===== config.mk =====
export PLATFORM = sky130hd
export DESIGN_NAME = flash_cmd_host
export DESIGN_NICKNAME = d
export VERILOG_FILES = /design/src/rtl/flash_cmd_pkg.sv /design/src/rtl/flash_bus_cycle.sv /design/src/rtl/flash_cmd_host.sv
export VERILOG_INCLUDE_DIRS = /design/src /design/src/rtl
export SDC_FILE = /design/constraint.sdc
export NUM_CORES = 1
export LEC_CHECK = 0
export BUFFER_PORTS_ARGS = -buffer_cell sky130_fd_sc_hd__clkbuf_2
export CORE_AREA = 2 2 114 172
export CTS_CLUSTER_SIZE = 24
export DETAILED_ROUTE_END_ITERATION = 16
export DIE_AREA = 0 0 116 174
export PLACE_DENSITY = 0.78
export SYNTH_ARGS = -nofsm -noshare
export SYNTH_HDL_FRONTEND = slang
export SYNTH_SLANG_ARGS = --single-unit

===== constraint.sdc =====
create_clock -name i_core_clk -period 2.2 [get_ports i_core_clk]
set_clock_uncertainty 0.1 [all_clocks]
set_input_delay 0.44 -clock i_core_clk [delete_from_list [all_inputs] [get_ports i_core_clk]]
set_output_delay 0.44 -clock i_core_clk [all_outputs]
set_load 0.05 [all_outputs]

===== src/rtl/flash_cmd_cfg.svh =====
// Constants for the flash command sequencer host controller
`ifndef FLASH_CMD_CFG_SVH
`define FLASH_CMD_CFG_SVH
// Device command codes
`define CMD_READ_ARRAY   8'hFF
`define CMD_READ_STATUS  8'h70
`define CMD_CLEAR_STATUS 8'h50
`define CMD_SUSPEND      8'hB0
`define CMD_RESUME       8'hD0
`define CMD_PROTECT_SET  8'h60
`define CMD_PROTECT_CONF 8'h01
`define CMD_UNPROT_CONF  8'hD0
`define CMD_OTP_SETUP    8'hC0
`define CMD_PIN_SETUP    8'hB8
// Status bit positions
`define ST_IDLE_BIT      7
`define ST_ERASE_PS_BIT  6
`define ST_ERR_HI_BIT    5
`define ST_ERR_LO_BIT    3
`define ST_PROG_PS_BIT   2
// Wishbone register offsets (byte addresses)
`define REG_CTRL         4'h0
`define REG_ADDR         4'h4
`define REG_DATA         4'h8
`define REG_STAT         4'hC
// Control fields
`define CTRL_OP_LSB      0
`define CTRL_GO_BIT      4
// Bus timing in ns at the 100 ns core clock
`define CLK_PERIOD_NS    100
`define WR_PULSE_NS      100
`define RD_ACCESS_NS     200
`define WR_PULSE_CYC  (((`WR_PULSE_NS)+(`CLK_PERIOD_NS)-1)/(`CLK_PERIOD_NS))
`define RD_ACCESS_CYC (((`RD_ACCESS_NS)+(`CLK_PERIOD_NS)-1)/(`CLK_PERIOD_NS))
`define ST_RESET         8'h80
`endif


===== src/rtl/flash_cmd_pkg.sv =====
// Types for the flash command sequencer host controller
package flash_cmd_pkg;
   typedef enum logic [3:0] {
      OP_SUSPEND, OP_RESUME, OP_PROTECT, OP_UNPROTECT_ALL,
      OP_OTP_PROGRAM, OP_PIN_CONFIG, OP_READ_STATUS,
      OP_CLEAR_STATUS, OP_READ_ARRAY, OP_READ_WORD
   } op_t;
   typedef struct packed {
      logic [22:0] addr;
      logic [15:0] dout;
      logic        we_n;
      logic        oe_n;
      logic        ce_n;
      logic        dq_oe_n;
   } flash_bus_t;
endpackage : flash_cmd_pkg


===== src/rtl/flash_bus_cycle.sv =====
// One asynchronous bus write or read cycle toward the flash
`timescale 1ns/1ps
`default_nettype none
`include "flash_cmd_cfg.svh"
module flash_bus_cycle (
   // Clock and reset
   input  wire logic                      i_core_clk,
   input  wire logic                      i_rst_n,
   // Request
   input  wire logic                      i_start,
   input  wire logic                      i_write,
   input  wire logic [22:0]               i_addr,
   input  wire logic [15:0]               i_wdata,
   output logic                           o_done,
   output logic [15:0]                    o_rdata,
   // Flash pins
   output flash_cmd_pkg::flash_bus_t      o_bus,
   input  wire logic [15:0]               i_dq
);
   import flash_cmd_pkg::*;
   // ==========================================================
   // Pin synchroniser
   logic [15:0] dq_s1_reg;
   logic [15:0] dq_s2_reg;
   always_ff @(posedge i_core_clk) begin
      dq_s1_reg <= i_dq;
      dq_s2_reg <= dq_s1_reg;
   end
   // ==========================================================
   // Cycle timer; read waits access time plus synchroniser
   logic [3:0] cnt_reg;
   logic       busy_reg;
   always_ff @(posedge i_core_clk) begin
      if (!i_rst_n) begin
         busy_reg <= 1'b0;
         cnt_reg  <= 4'h0;
         o_done   <= 1'b0;
         o_rdata  <= 16'h0000;
         o_bus    <= '{addr: 23'h0, dout: 16'h0, we_n: 1'b1,
                       oe_n: 1'b1, ce_n: 1'b1, dq_oe_n: 1'b1};
      end else begin
         o_done <= 1'b0;
         if (!busy_reg && i_start) begin
            busy_reg      <= 1'b1;
            cnt_reg       <= i_write ? 4'(`WR_PULSE_CYC)
                                     : 4'(`RD_ACCESS_CYC + 2);
            o_bus.addr    <= i_addr;
            o_bus.dout    <= i_wdata;
            o_bus.ce_n    <= 1'b0;
            o_bus.we_n    <= !i_write;
            o_bus.oe_n    <= i_write;
            o_bus.dq_oe_n <= !i_write;
         end else if (busy_reg) begin
            if (cnt_reg != 4'h0) begin
               cnt_reg <= cnt_reg - 4'h1;
            end else begin
               busy_reg      <= 1'b0;
               o_done        <= 1'b1;
               o_rdata       <= dq_s2_reg;
               o_bus.we_n    <= 1'b1;
               o_bus.oe_n    <= 1'b1;
               o_bus.ce_n    <= 1'b1;
               o_bus.dq_oe_n <= 1'b1;
            end
         end
      end
   end
endmodule : flash_bus_cycle
`default_nettype wire


===== src/rtl/flash_cmd_host.sv =====
// Host controller issuing suspend, protect, OTP and pin commands
//
// Contract
// After suspend, idle flag then pause flags decide
// Suspended device takes only read and resume; the code still issues suspend and clear status
// Erase suspend also allows buffered program
// Return to read array before resuming erase
// Avoid the block under erase suspend
// Resume code restarts controller, reads give status
// Protect: setup then confirm in target block
// During protect only status read accepted
// Protection flags persist; only unprotect-all clears
// Unprotect-all: setup then confirm, any address
// During unprotect-all only status read accepted
// OTP program: setup then address and data
// Lock bit 1 user, bit 0 factory
// Locked OTP write leaves data, flags error
// OTP program cannot be suspended
// Pin in level ready/busy after reset
// Pin config: setup then one of four codes
// Pin config refused while busy or suspended
// Pulse modes give about 250ns low
// Invalid pin code flags status error
// After suspend wait for idle before commands
// Codes: 0 level, 1 erase, 2 program, 3 both
// Level mode low while busy, released when ready
// Clear status after an error before new work; the code still accepts pin config
// Two-write sequences tracked in a state machine
//
// Added by the designer: the Wishbone interface to the registers and the placing of the registers.
`timescale 1ns/1ps
`default_nettype none
`include "flash_cmd_cfg.svh"
module flash_cmd_host (
   // Clock and reset
   input  wire logic                      i_core_clk,
   input  wire logic                      i_rst_n,
   // Wishbone slave
   input  wire logic                      i_wb_cyc,
   input  wire logic                      i_wb_stb,
   input  wire logic                      i_wb_we,
   input  wire logic [3:0]                i_wb_adr,
   input  wire logic [3:0]                i_wb_sel,
   input  wire logic [31:0]               i_wb_dat,
   output logic [31:0]                    o_wb_dat,
   output logic                           o_wb_ack,
   // Flash pins
   output flash_cmd_pkg::flash_bus_t      o_flash,
   input  wire logic [15:0]               i_dq,
   input  wire logic                      i_status_ready_output
);
   import flash_cmd_pkg::*;

   // ==========================================================
   // Registers
   op_t         op_reg;
   logic [22:0] addr_reg;
   logic [15:0] data_reg;
   logic [7:0]  status_readback_value_reg;
   logic [15:0] rdata_reg;
   logic        busy_reg;
   logic        err_reg;
   logic        suspended_reg;
   logic        erase_susp_reg;
   logic        refused_reg;
   logic [1:0]  pin_mode_reg;
   logic        rdy_s1_reg;
   logic        rdy_s2_reg;
   logic        start_reg;
   logic        write_reg;
   logic [22:0] cyc_addr_reg;
   logic [15:0] cyc_data_reg;
   logic        cyc_done;
   logic [15:0] cyc_rdata;

   typedef enum logic [2:0] {
      S_IDLE, S_FIRST, S_SECOND, S_POLL, S_WAIT, S_DONE
   } seq_t;
   seq_t state_reg;

   function automatic logic two_write(input op_t op);
      return op == OP_PROTECT || op == OP_UNPROTECT_ALL ||
             op == OP_OTP_PROGRAM || op == OP_PIN_CONFIG;
   endfunction : two_write

   function automatic logic [7:0] first_code(input op_t op);
      unique case (op)
         OP_SUSPEND:       return `CMD_SUSPEND;
         OP_RESUME:        return `CMD_RESUME;
         OP_PROTECT:       return `CMD_PROTECT_SET;
         OP_UNPROTECT_ALL: return `CMD_PROTECT_SET;
         OP_OTP_PROGRAM:   return `CMD_OTP_SETUP;
         OP_PIN_CONFIG:    return `CMD_PIN_SETUP;
         OP_READ_STATUS:   return `CMD_READ_STATUS;
         OP_CLEAR_STATUS:  return `CMD_CLEAR_STATUS;
         default:          return `CMD_READ_ARRAY;
      endcase
   endfunction : first_code

   // ==========================================================
   // Ready pin synchroniser
   always_ff @(posedge i_core_clk) begin
      rdy_s1_reg <= i_status_ready_output;
      rdy_s2_reg <= rdy_s1_reg;
   end

   // ==========================================================
   // Bus cycle engine
   flash_bus_cycle u_cycle (
      .i_core_clk (i_core_clk),
      .i_rst_n    (i_rst_n),
      .i_start    (start_reg),
      .i_write    (write_reg),
      .i_addr     (cyc_addr_reg),
      .i_wdata    (cyc_data_reg),
      .o_done     (cyc_done),
      .o_rdata    (cyc_rdata),
      .o_bus      (o_flash),
      .i_dq       (i_dq)
   );

   // ==========================================================
   // Go decision: refuse orders the device would reject
   logic go_req;
   logic go_ok;
   assign go_req = i_wb_cyc && i_wb_stb && i_wb_we && !o_wb_ack &&
                   i_wb_adr == `REG_CTRL && i_wb_sel[0] &&
                   i_wb_dat[`CTRL_GO_BIT];
   op_t go_op;
   assign go_op = op_t'(i_wb_dat[`CTRL_OP_LSB +: 4]);
   always_comb begin
      go_ok = state_reg == S_IDLE;
      // Pin config is refused while busy or paused
      if (go_op == OP_PIN_CONFIG && suspended_reg)
         go_ok = 1'b0;
      // After an error, resume and two-write work other than pin config need clear status first
      if (err_reg && (go_op == OP_RESUME || two_write(go_op)) &&
          go_op != OP_PIN_CONFIG)
         go_ok = 1'b0;
      // Paused device gets no two-write command; suspend and clear status still go through
      if (suspended_reg && two_write(go_op))
         go_ok = 1'b0;
      // Resume after an array read; go bit 8 flags paused block
      if (erase_susp_reg && go_op == OP_RESUME && op_reg != OP_READ_ARRAY)
         go_ok = 1'b0;
      if (erase_susp_reg && go_op == OP_READ_WORD && i_wb_dat[8])
         go_ok = 1'b0;
   end

   // ==========================================================
   // Sequencer: setup write, second write, then status poll
   always_ff @(posedge i_core_clk) begin
      if (!i_rst_n) begin
         state_reg    <= S_IDLE;
         start_reg    <= 1'b0;
         write_reg    <= 1'b0;
         cyc_addr_reg <= 23'h0;
         cyc_data_reg <= 16'h0;
         op_reg       <= OP_READ_STATUS;
         refused_reg  <= 1'b0;
      end else begin
         start_reg <= 1'b0;
         if (go_req)
            refused_reg <= !go_ok;
         unique case (state_reg)
            S_IDLE: if (go_req) begin
               if (go_ok) begin
                  op_reg       <= go_op;
                  state_reg    <= S_FIRST;
                  start_reg    <= 1'b1;
                  write_reg    <= 1'b1;
                  cyc_addr_reg <= addr_reg;
                  cyc_data_reg <= {8'h00, first_code(go_op)};
               end
            end
            S_FIRST: if (cyc_done) begin
               start_reg <= 1'b1;
               if (two_write(op_reg)) begin
                  // Confirm lands inside the target block
                  state_reg    <= S_SECOND;
                  write_reg    <= 1'b1;
                  cyc_data_reg <= op_reg == OP_PROTECT ?
                                  16'(`CMD_PROTECT_CONF) :
                                  op_reg == OP_UNPROTECT_ALL ?
                                  16'(`CMD_UNPROT_CONF) :
                                  data_reg;
               end else if (op_reg == OP_READ_WORD) begin
                  state_reg <= S_WAIT;
                  write_reg <= 1'b0;
               end else begin
                  // Suspend/resume then poll until idle
                  state_reg <= S_POLL;
                  write_reg <= 1'b0;
               end
            end
            S_SECOND: if (cyc_done) begin
               // Only status reads while the operation runs
               state_reg <= S_POLL;
               start_reg <= 1'b1;
               write_reg <= 1'b0;
            end
            S_POLL: if (cyc_done) begin
               if (cyc_rdata[`ST_IDLE_BIT] ||
                   op_reg == OP_READ_ARRAY ||
                   op_reg == OP_CLEAR_STATUS) begin
                  state_reg <= S_DONE;
               end else begin
                  start_reg <= 1'b1;
               end
            end
            S_WAIT: if (cyc_done)
               state_reg <= S_DONE;
            S_DONE: state_reg <= S_IDLE;
            default: state_reg <= S_IDLE;
         endcase
      end
   end

   // ==========================================================
   // Device status tracking
   always_ff @(posedge i_core_clk) begin
      if (!i_rst_n) begin
         status_readback_value_reg <= `ST_RESET;
         rdata_reg      <= 16'h0000;
         suspended_reg  <= 1'b0;
         erase_susp_reg <= 1'b0;
         err_reg        <= 1'b0;
         busy_reg       <= 1'b0;
      end else begin
         busy_reg <= state_reg != S_IDLE && state_reg != S_DONE;
         if (state_reg == S_WAIT && cyc_done)
            rdata_reg <= cyc_rdata;
         if (state_reg == S_POLL && cyc_done) begin
            status_readback_value_reg <= cyc_rdata[7:0];
            if (cyc_rdata[`ST_IDLE_BIT]) begin
               // Pause flags tell suspended from finished
               suspended_reg  <= cyc_rdata[`ST_PROG_PS_BIT] ||
                                 cyc_rdata[`ST_ERASE_PS_BIT];
               erase_susp_reg <= cyc_rdata[`ST_ERASE_PS_BIT];
               // Locked OTP or bad pin code shows here
               err_reg <= |cyc_rdata[`ST_ERR_HI_BIT:`ST_ERR_LO_BIT];
            end
         end
         if (state_reg == S_DONE && op_reg == OP_CLEAR_STATUS)
            err_reg <= 1'b0;
      end
   end

   // ==========================================================
   // Wishbone slave, answer one cycle after the strobe
   always_ff @(posedge i_core_clk) begin
      if (!i_rst_n) begin
         addr_reg     <= 23'h0;
         data_reg     <= 16'h0;
         pin_mode_reg <= 2'h0;
         o_wb_ack     <= 1'b0;
         o_wb_dat     <= 32'h0;
      end else begin
         o_wb_ack <= i_wb_cyc && i_wb_stb && !o_wb_ack;
         if (state_reg == S_DONE && op_reg == OP_PIN_CONFIG &&
             !err_reg)
            pin_mode_reg <= data_reg[1:0];
         if (i_wb_cyc && i_wb_stb && !o_wb_ack) begin
            if (i_wb_we) begin
               if (i_wb_adr == `REG_ADDR)
                  addr_reg <= i_wb_dat[22:0];
               if (i_wb_adr == `REG_DATA)
                  data_reg <= i_wb_dat[15:0];
               o_wb_dat <= 32'h0;
            end else begin
               unique case (i_wb_adr)
                  `REG_CTRL: o_wb_dat <= {27'h0, refused_reg, op_reg};
                  `REG_ADDR: o_wb_dat <= {9'h0, addr_reg};
                  `REG_DATA: o_wb_dat <= {16'h0, rdata_reg};
                  `REG_STAT: o_wb_dat <= {17'h0, pin_mode_reg,
                                 rdy_s2_reg, erase_susp_reg,
                                 suspended_reg, err_reg, busy_reg,
                                 status_readback_value_reg};
                  default:   o_wb_dat <= 32'h0;
               endcase
            end
         end
      end
   end
endmodule : flash_cmd_host
`default_nettype wire


### Word-level counts from Yosys, hierarchy flattened

Memory sizes are Yosys's and may differ from the RTL's.
Cells that the tools add are included.

* register bits: 250
* bits in read-only memories: 40
* input port bits: 62
* output and inout bits: 76
* logic and storage cells: 178
* memories kept: 1

Memories
* (name not given): depth 8, width 5, rd ports 1, clocked after Yosys merged registers in 0, write ports 0, RTL line flash_cmd_host.sv:87 `unique case (op)`

* add/sub/neg operators: 1
* equal/unequal tests: 33
* muxes and demuxes: 48
* bitwise operators: 4
* reduce and logical (&&, ||, !) cells: 59

Operators by type and width (number)
* $mux 16: 6
* $pmux 23 s4: 1
* $pmux 16 s2: 1
* $mux 3: 10
* $eq 4x3->1 const B: 6
* $mux 4: 6
* $mux 23: 1
* $logic_and 1x1->1: 22
* $eq 4x4->1 const B: 5
* $mux 1: 19
* $eq 4x2->1 const B: 4
* $pmux 3 s5: 1
* $reduce_and 3->1: 4
* $logic_or 1x1->1: 10
* $ne 2x1->1 const B: 5
* $reduce_and 5->1: 2
* $mux 8: 1
* $ne 2x2->1 const B: 4
* $reduce_and 7->1: 1
* $eq 3x2->1 const B: 2
* $eq 3x3->1 const B: 2
* $pmux 1 s3: 2
* $reduce_and 2->1: 3
* $reduce_bool 2->1: 3
* 14 further kinds: 24

### Depth between registers and ports, before layout

* depth after elaboration: 14
* gate-level depth with buffers: 9
* depth with buffers taken out: 7

### Cells and area by module

A second synthesis with hierarchy kept.

* cells, all modules: 1034
* area total of the unflattened synthesis: 8903.5 um^2

By module, submodules not included
* flash_cmd_host: times used 1, cells an instance 751, area each 6020.8 um^2, seq. area each 2882.8 um^2
* flash_bus_cycle: times used 1, cells an instance 283, area each 2882.8 um^2, seq. area each 1921.8 um^2

### Least setup slack after synthesis

OpenSTA, ideal clock, no wires.

* path type: input to register
* from: input port i_wb_adr[3]
* to: register op_reg[3]
* library setup time: 72 ps
* arrival time: 2131 ps
* required time: 2028 ps
* slack: -103 ps
* cell stages on the path: 8
* path buffers: 3
* cells stage by stage: buf_4 or4bb_1 nor3_2 nand4_4 nor3_2 buf_6 buf_12 mux2i_1

* cells in the longest elaborated chain, start to end: 5

Ends and longest elaborated chain
* start, declared: RTL line flash_cmd_host.sv:42 `input wire logic [3:0] i_wb_adr,`
* $logic_not 4->1
* $logic_and 1x1->1 (no source line)
* $logic_and 1x1->1 (2 in series): RTL line flash_cmd_host.sv:126 `assign go_req = i_wb_cyc && i_wb_stb && i_wb_we && !o_wb_ack &&`
* $reduce_and 3->1 (no source line)
* end signal, assigned: RTL line flash_cmd_host.sv:168 `op_reg <= go_op;`
* end, declared: RTL line flash_cmd_host.sv:56 `op_t op_reg;`

Every way passes these cells.
A chain may end at the register's enable or synchronous reset.

### Worst setup path after layout

* from: register op_reg[0]
* to: register cyc_addr_reg[2]

* cells in the longest elaborated chain, start to end: 5

Ends and longest elaborated chain
* $ne 4x4->1: RTL line flash_cmd_host.sv:144 `if (erase_susp_reg && go_op == OP_RESUME && op_reg != OP_READ_ARRAY)`
* $logic_and 1x1->1: RTL line flash_cmd_host.sv:144
* $mux 1: RTL line flash_cmd_host.sv:144
* $mux 1: RTL line flash_cmd_host.sv:146 `if (erase_susp_reg && go_op == OP_READ_WORD && i_wb_dat[8])`
* $reduce_and 3->1 (no source line)
* end signal, assigned: RTL line flash_cmd_host.sv:172 `cyc_addr_reg <= addr_reg;`
* end, declared: RTL line flash_cmd_host.sv:71 `logic [22:0] cyc_addr_reg;`

Every way passes these cells.

==> flow_summary_export.csv <==
group,metric,value,unit
pwr,p_int,6641,uW
global_route,gr-total-overflow,0,
yosys,synth_area_leader_cell,"dfxtp_1",
finish,layout-drive-gt1-share,0.1974,
yosys,synth_area_per_cell,8.587,sq um
floorplanning,pin_count,138,
floorplanning,die_area,20180,sq um
pwr,p_sw_frac,0.2135,
setup_path,crit_arrival,2.45,ns
timing,hold_viol,0,
floorplanning,core_area,18770,sq um
clocking,htree_num_levels,1,
timing,tns,0,ns
finish,finalNetCount,1274,
job,drv_cap,0,
drt,vias_per_cell,5.400,
setup_path,start_kind,"register",
timing,max_slew.worst_pin.slew,0.5790,ns
setup_path,path_class,"reg2reg",
yosys,syn_inst,1074,
clocking,path_clk_slew,0.06,ns
pwr,p_per_area,758.1,nW/um^2
finish,area_growth_syn_to_layout,20.77,%
setup_path,cp.required,2.53,ns
pwr,power.total,8444,uW
setup_path,worstPathMaxFanout,28,
finish,regMostFlops,"u_cycle.o_bus",
finish,largest_reg_flops,42,
clocking,clk_latency,0.51,ns
clocking,cts_buffers,22,
pwr,combPwrFrac,0.041,
place,place_hpwl,16.45,mm
floorplanning,fp.dieH,174,microns
pwr,p_seq_frac,0.521,
global_route,grt_pass1_vias,7638,
drt,routed_wirelength,23.35,mm
floorplanning,initial_utilization,0.4913,
yosys,post-synth-top-count-cell,"nand2_1",
floorplanning,die_w,116,microns
yosys,yosysWarnings,0,
timing,drv_slew,0,
drt,wl_per_cell,15.79,microns
timing,setup_violations,0,
clocking,cts_root_buf,"clkbuf_16",
pwr,power_switching,1803,uW
run_status,outcome,"complete, no violations",
timing,rsz0062_at_grt,"no",
global_route,grt_max_degree,74,
global_route,antenna_found_initial,2,
clocking,clkSinkCount,240,
yosys,synth_seq_cells,240,
pwr,p_leak,0.004091,uW
yosys,async_flop_share,0,
pwr,power_frac_clock,0.438,
drt,via_count,7986,
yosys,synth_edf_count,0,
yosys,synth.distinct_cells,59,
pwr,peakVddDrop,620.6,uV
drt,drt_iter0_drc,513,
yosys,ys_seq_area_frac,0.5210,
yosys,yosysTopAreaCellShare,0.5210,
timing,slew_headroom,0.6140,
drt,drtAntennaViolNets,0,
yosys,synth_flop_cell,"dfxtp_1",
yosys,syn_area,9223,sq um
global_route,track_usage,0.2281,
timing,layout_min_cycle_time,2.120,ns
global_route,grt_pass1_wl,37.07,mm
drt,route.detailed.drc,0,
drt,dr.pass1.iters,5,
worst_hold_path,hold_path.class,"in2reg",
setup_path,cp-end-kind,"register",
place,gp_congestion,0.9465,
yosys,synth_area_leaders,"dfxtp_1 52%, nand2_1 12%, a21oi_1 7.9%, mux2i_1 3.1%, clkbuf_1 2.6%",
clocking,clk_path_buf_depth,3,
place,io_buffers,116,
timing,min_period_over_period,0.9636,
clocking,cts_tree,"yes",
floorplanning,placementRows,62,
yosys,netlist_top_cells_count,"289 x nand2_1, 240 x dfxtp_1, 145 x a21oi_1",
timing,fmax,471.7,MHz
## worst max-delay path: stages, from the launching register on
cell       delay, ns
dfxtp_1         0.31
or4b_4          0.58
o2111ai_4       0.24
nand4_4         0.16
nor3_4          0.18
buf_12          0.24
mux2i_1         0.21
## area by class of cell
| type | count | area [sq um] |
|---|---|---|
| diodes | 2 | 5.005 |
| well taps | 256 | 320.3 |
| fillers | 1704 | 7635 |
| multi-input cells | 740 | 4008 |
| flip-flops and latches | 240 | 4805 |
| inverters | 11 | 43.79 |
| clock inverters | 6 | 61.31 |
| repair buffers | 192 | 1256 |
| clock buffers | 32 | 639.4 |
## power by group through the flow
stage / clock (uW) / sequential (uW) / combinational [uW]
CTS: 3770 / 4400 / 341
detailed placement: 0 / 4490 / 317
global placement: 0 / 4490 / 314
global route: 3940 / 4400 / 371
finish: 3700 / 4400 / 347
floorplan: 0 / 4490 / 202
## placed cells by master (no fill, tap or decap), types with 3 or more instances in the layout
cell type,Yosys,layout
a21oi_1,145,145
a22oi_1,24,24
a31oi_1,6,6
a32oi_1,16,16
buf_12,2,5
buf_4,11,54
clkbuf_1,64,6
clkbuf_16,0,23
clkbuf_2,0,116
clkbuf_8,0,3
clkinv_2,0,3
conb_1,1,9
dfxtp_1,240,240
dlygate4sd3_1,0,17
ha_1,5,5
inv_1,10,9
mux2_2,10,10
mux2i_1,29,29
mux4_2,5,5
nand2_1,289,289
nand2b_1,7,6
nand3_1,38,38
nand4_1,10,10
nor2_1,55,54
nor2b_1,7,6
nor3_1,10,9
nor3b_1,4,4
nor4_1,4,4
o211ai_1,9,9
o21ai_0,12,12
o31ai_1,3,3
or3_1,3,3
or3b_2,4,3
or4_1,3,3
## worst paths after layout
kind / depth (start not counted) / startpoint / to / slack (ns)
min reg2reg: 0 / u_cycle.dq_s1_reg[9] / u_cycle.dq_s2_reg[9] / 0.22
max reg2reg: 6 / op_reg[0] / cyc_addr_reg[2] / 0.08
max: 6 / op_reg[0] / cyc_addr_reg[2] / 0.08
min: 3 / i_wb_dat[16] / addr_reg[16] / 0.05
## logic make-up after synthesis
| logic type | synth area share |
|---|---|
| and+or+nand+nor | 0.2126 |
| DFF | 0.5210 |
| AOI/OAI and AO/OA | 0.1491 |
| buffers and inverters | 0.05237 |
| muxes | 0.05590 |
| adders and majority gates | 0.006783 |
| xor gates and xnor gates | 0.001900 |
| other | 0.0004066 |
## stage by stage
step | std cells | hold slack [ns] | utilization | instance area [sq um] | setup WS (ns)
floorplan | 1082 | 0.2096 | - | 9275 | -0.05399
global placement | 1422 | 0.2110 | 0.5458 | 10250 | -0.1844
detailed placement | 1422 | 0.2121 | 0.5458 | 10250 | -0.2243
CTS | 1477 | 0.04330 | 0.5922 | 11120 | 0.07705
global route | 1479 | 0.04960 | 0.5933 | 11140 | 0.01538
finish | 1479 | 0.05096 | 0.5933 | 11140 | 0.08000
## metal layers
metal	part of all wire	global-route usage	wire (microns)	up-vias
met5	0	0	0	-
met4	0.059	0.1349	1372	0
met3	0.056	0.02929	1308	76
met2	0.50	0.4006	11680	298
met1	0.39	0.2590	8995	3691
li1	-	-	-	3921
## what timing repair did
item | CTS | global route
endpoints found under the hold margin | 17 | 0
gates resized for setup | 0 | 3
buffers inserted | 0 | 0
endpoints found under the setup margin | 0 | 10
hold buffers | 17 | 0
(Power assumes the default switching activity.)
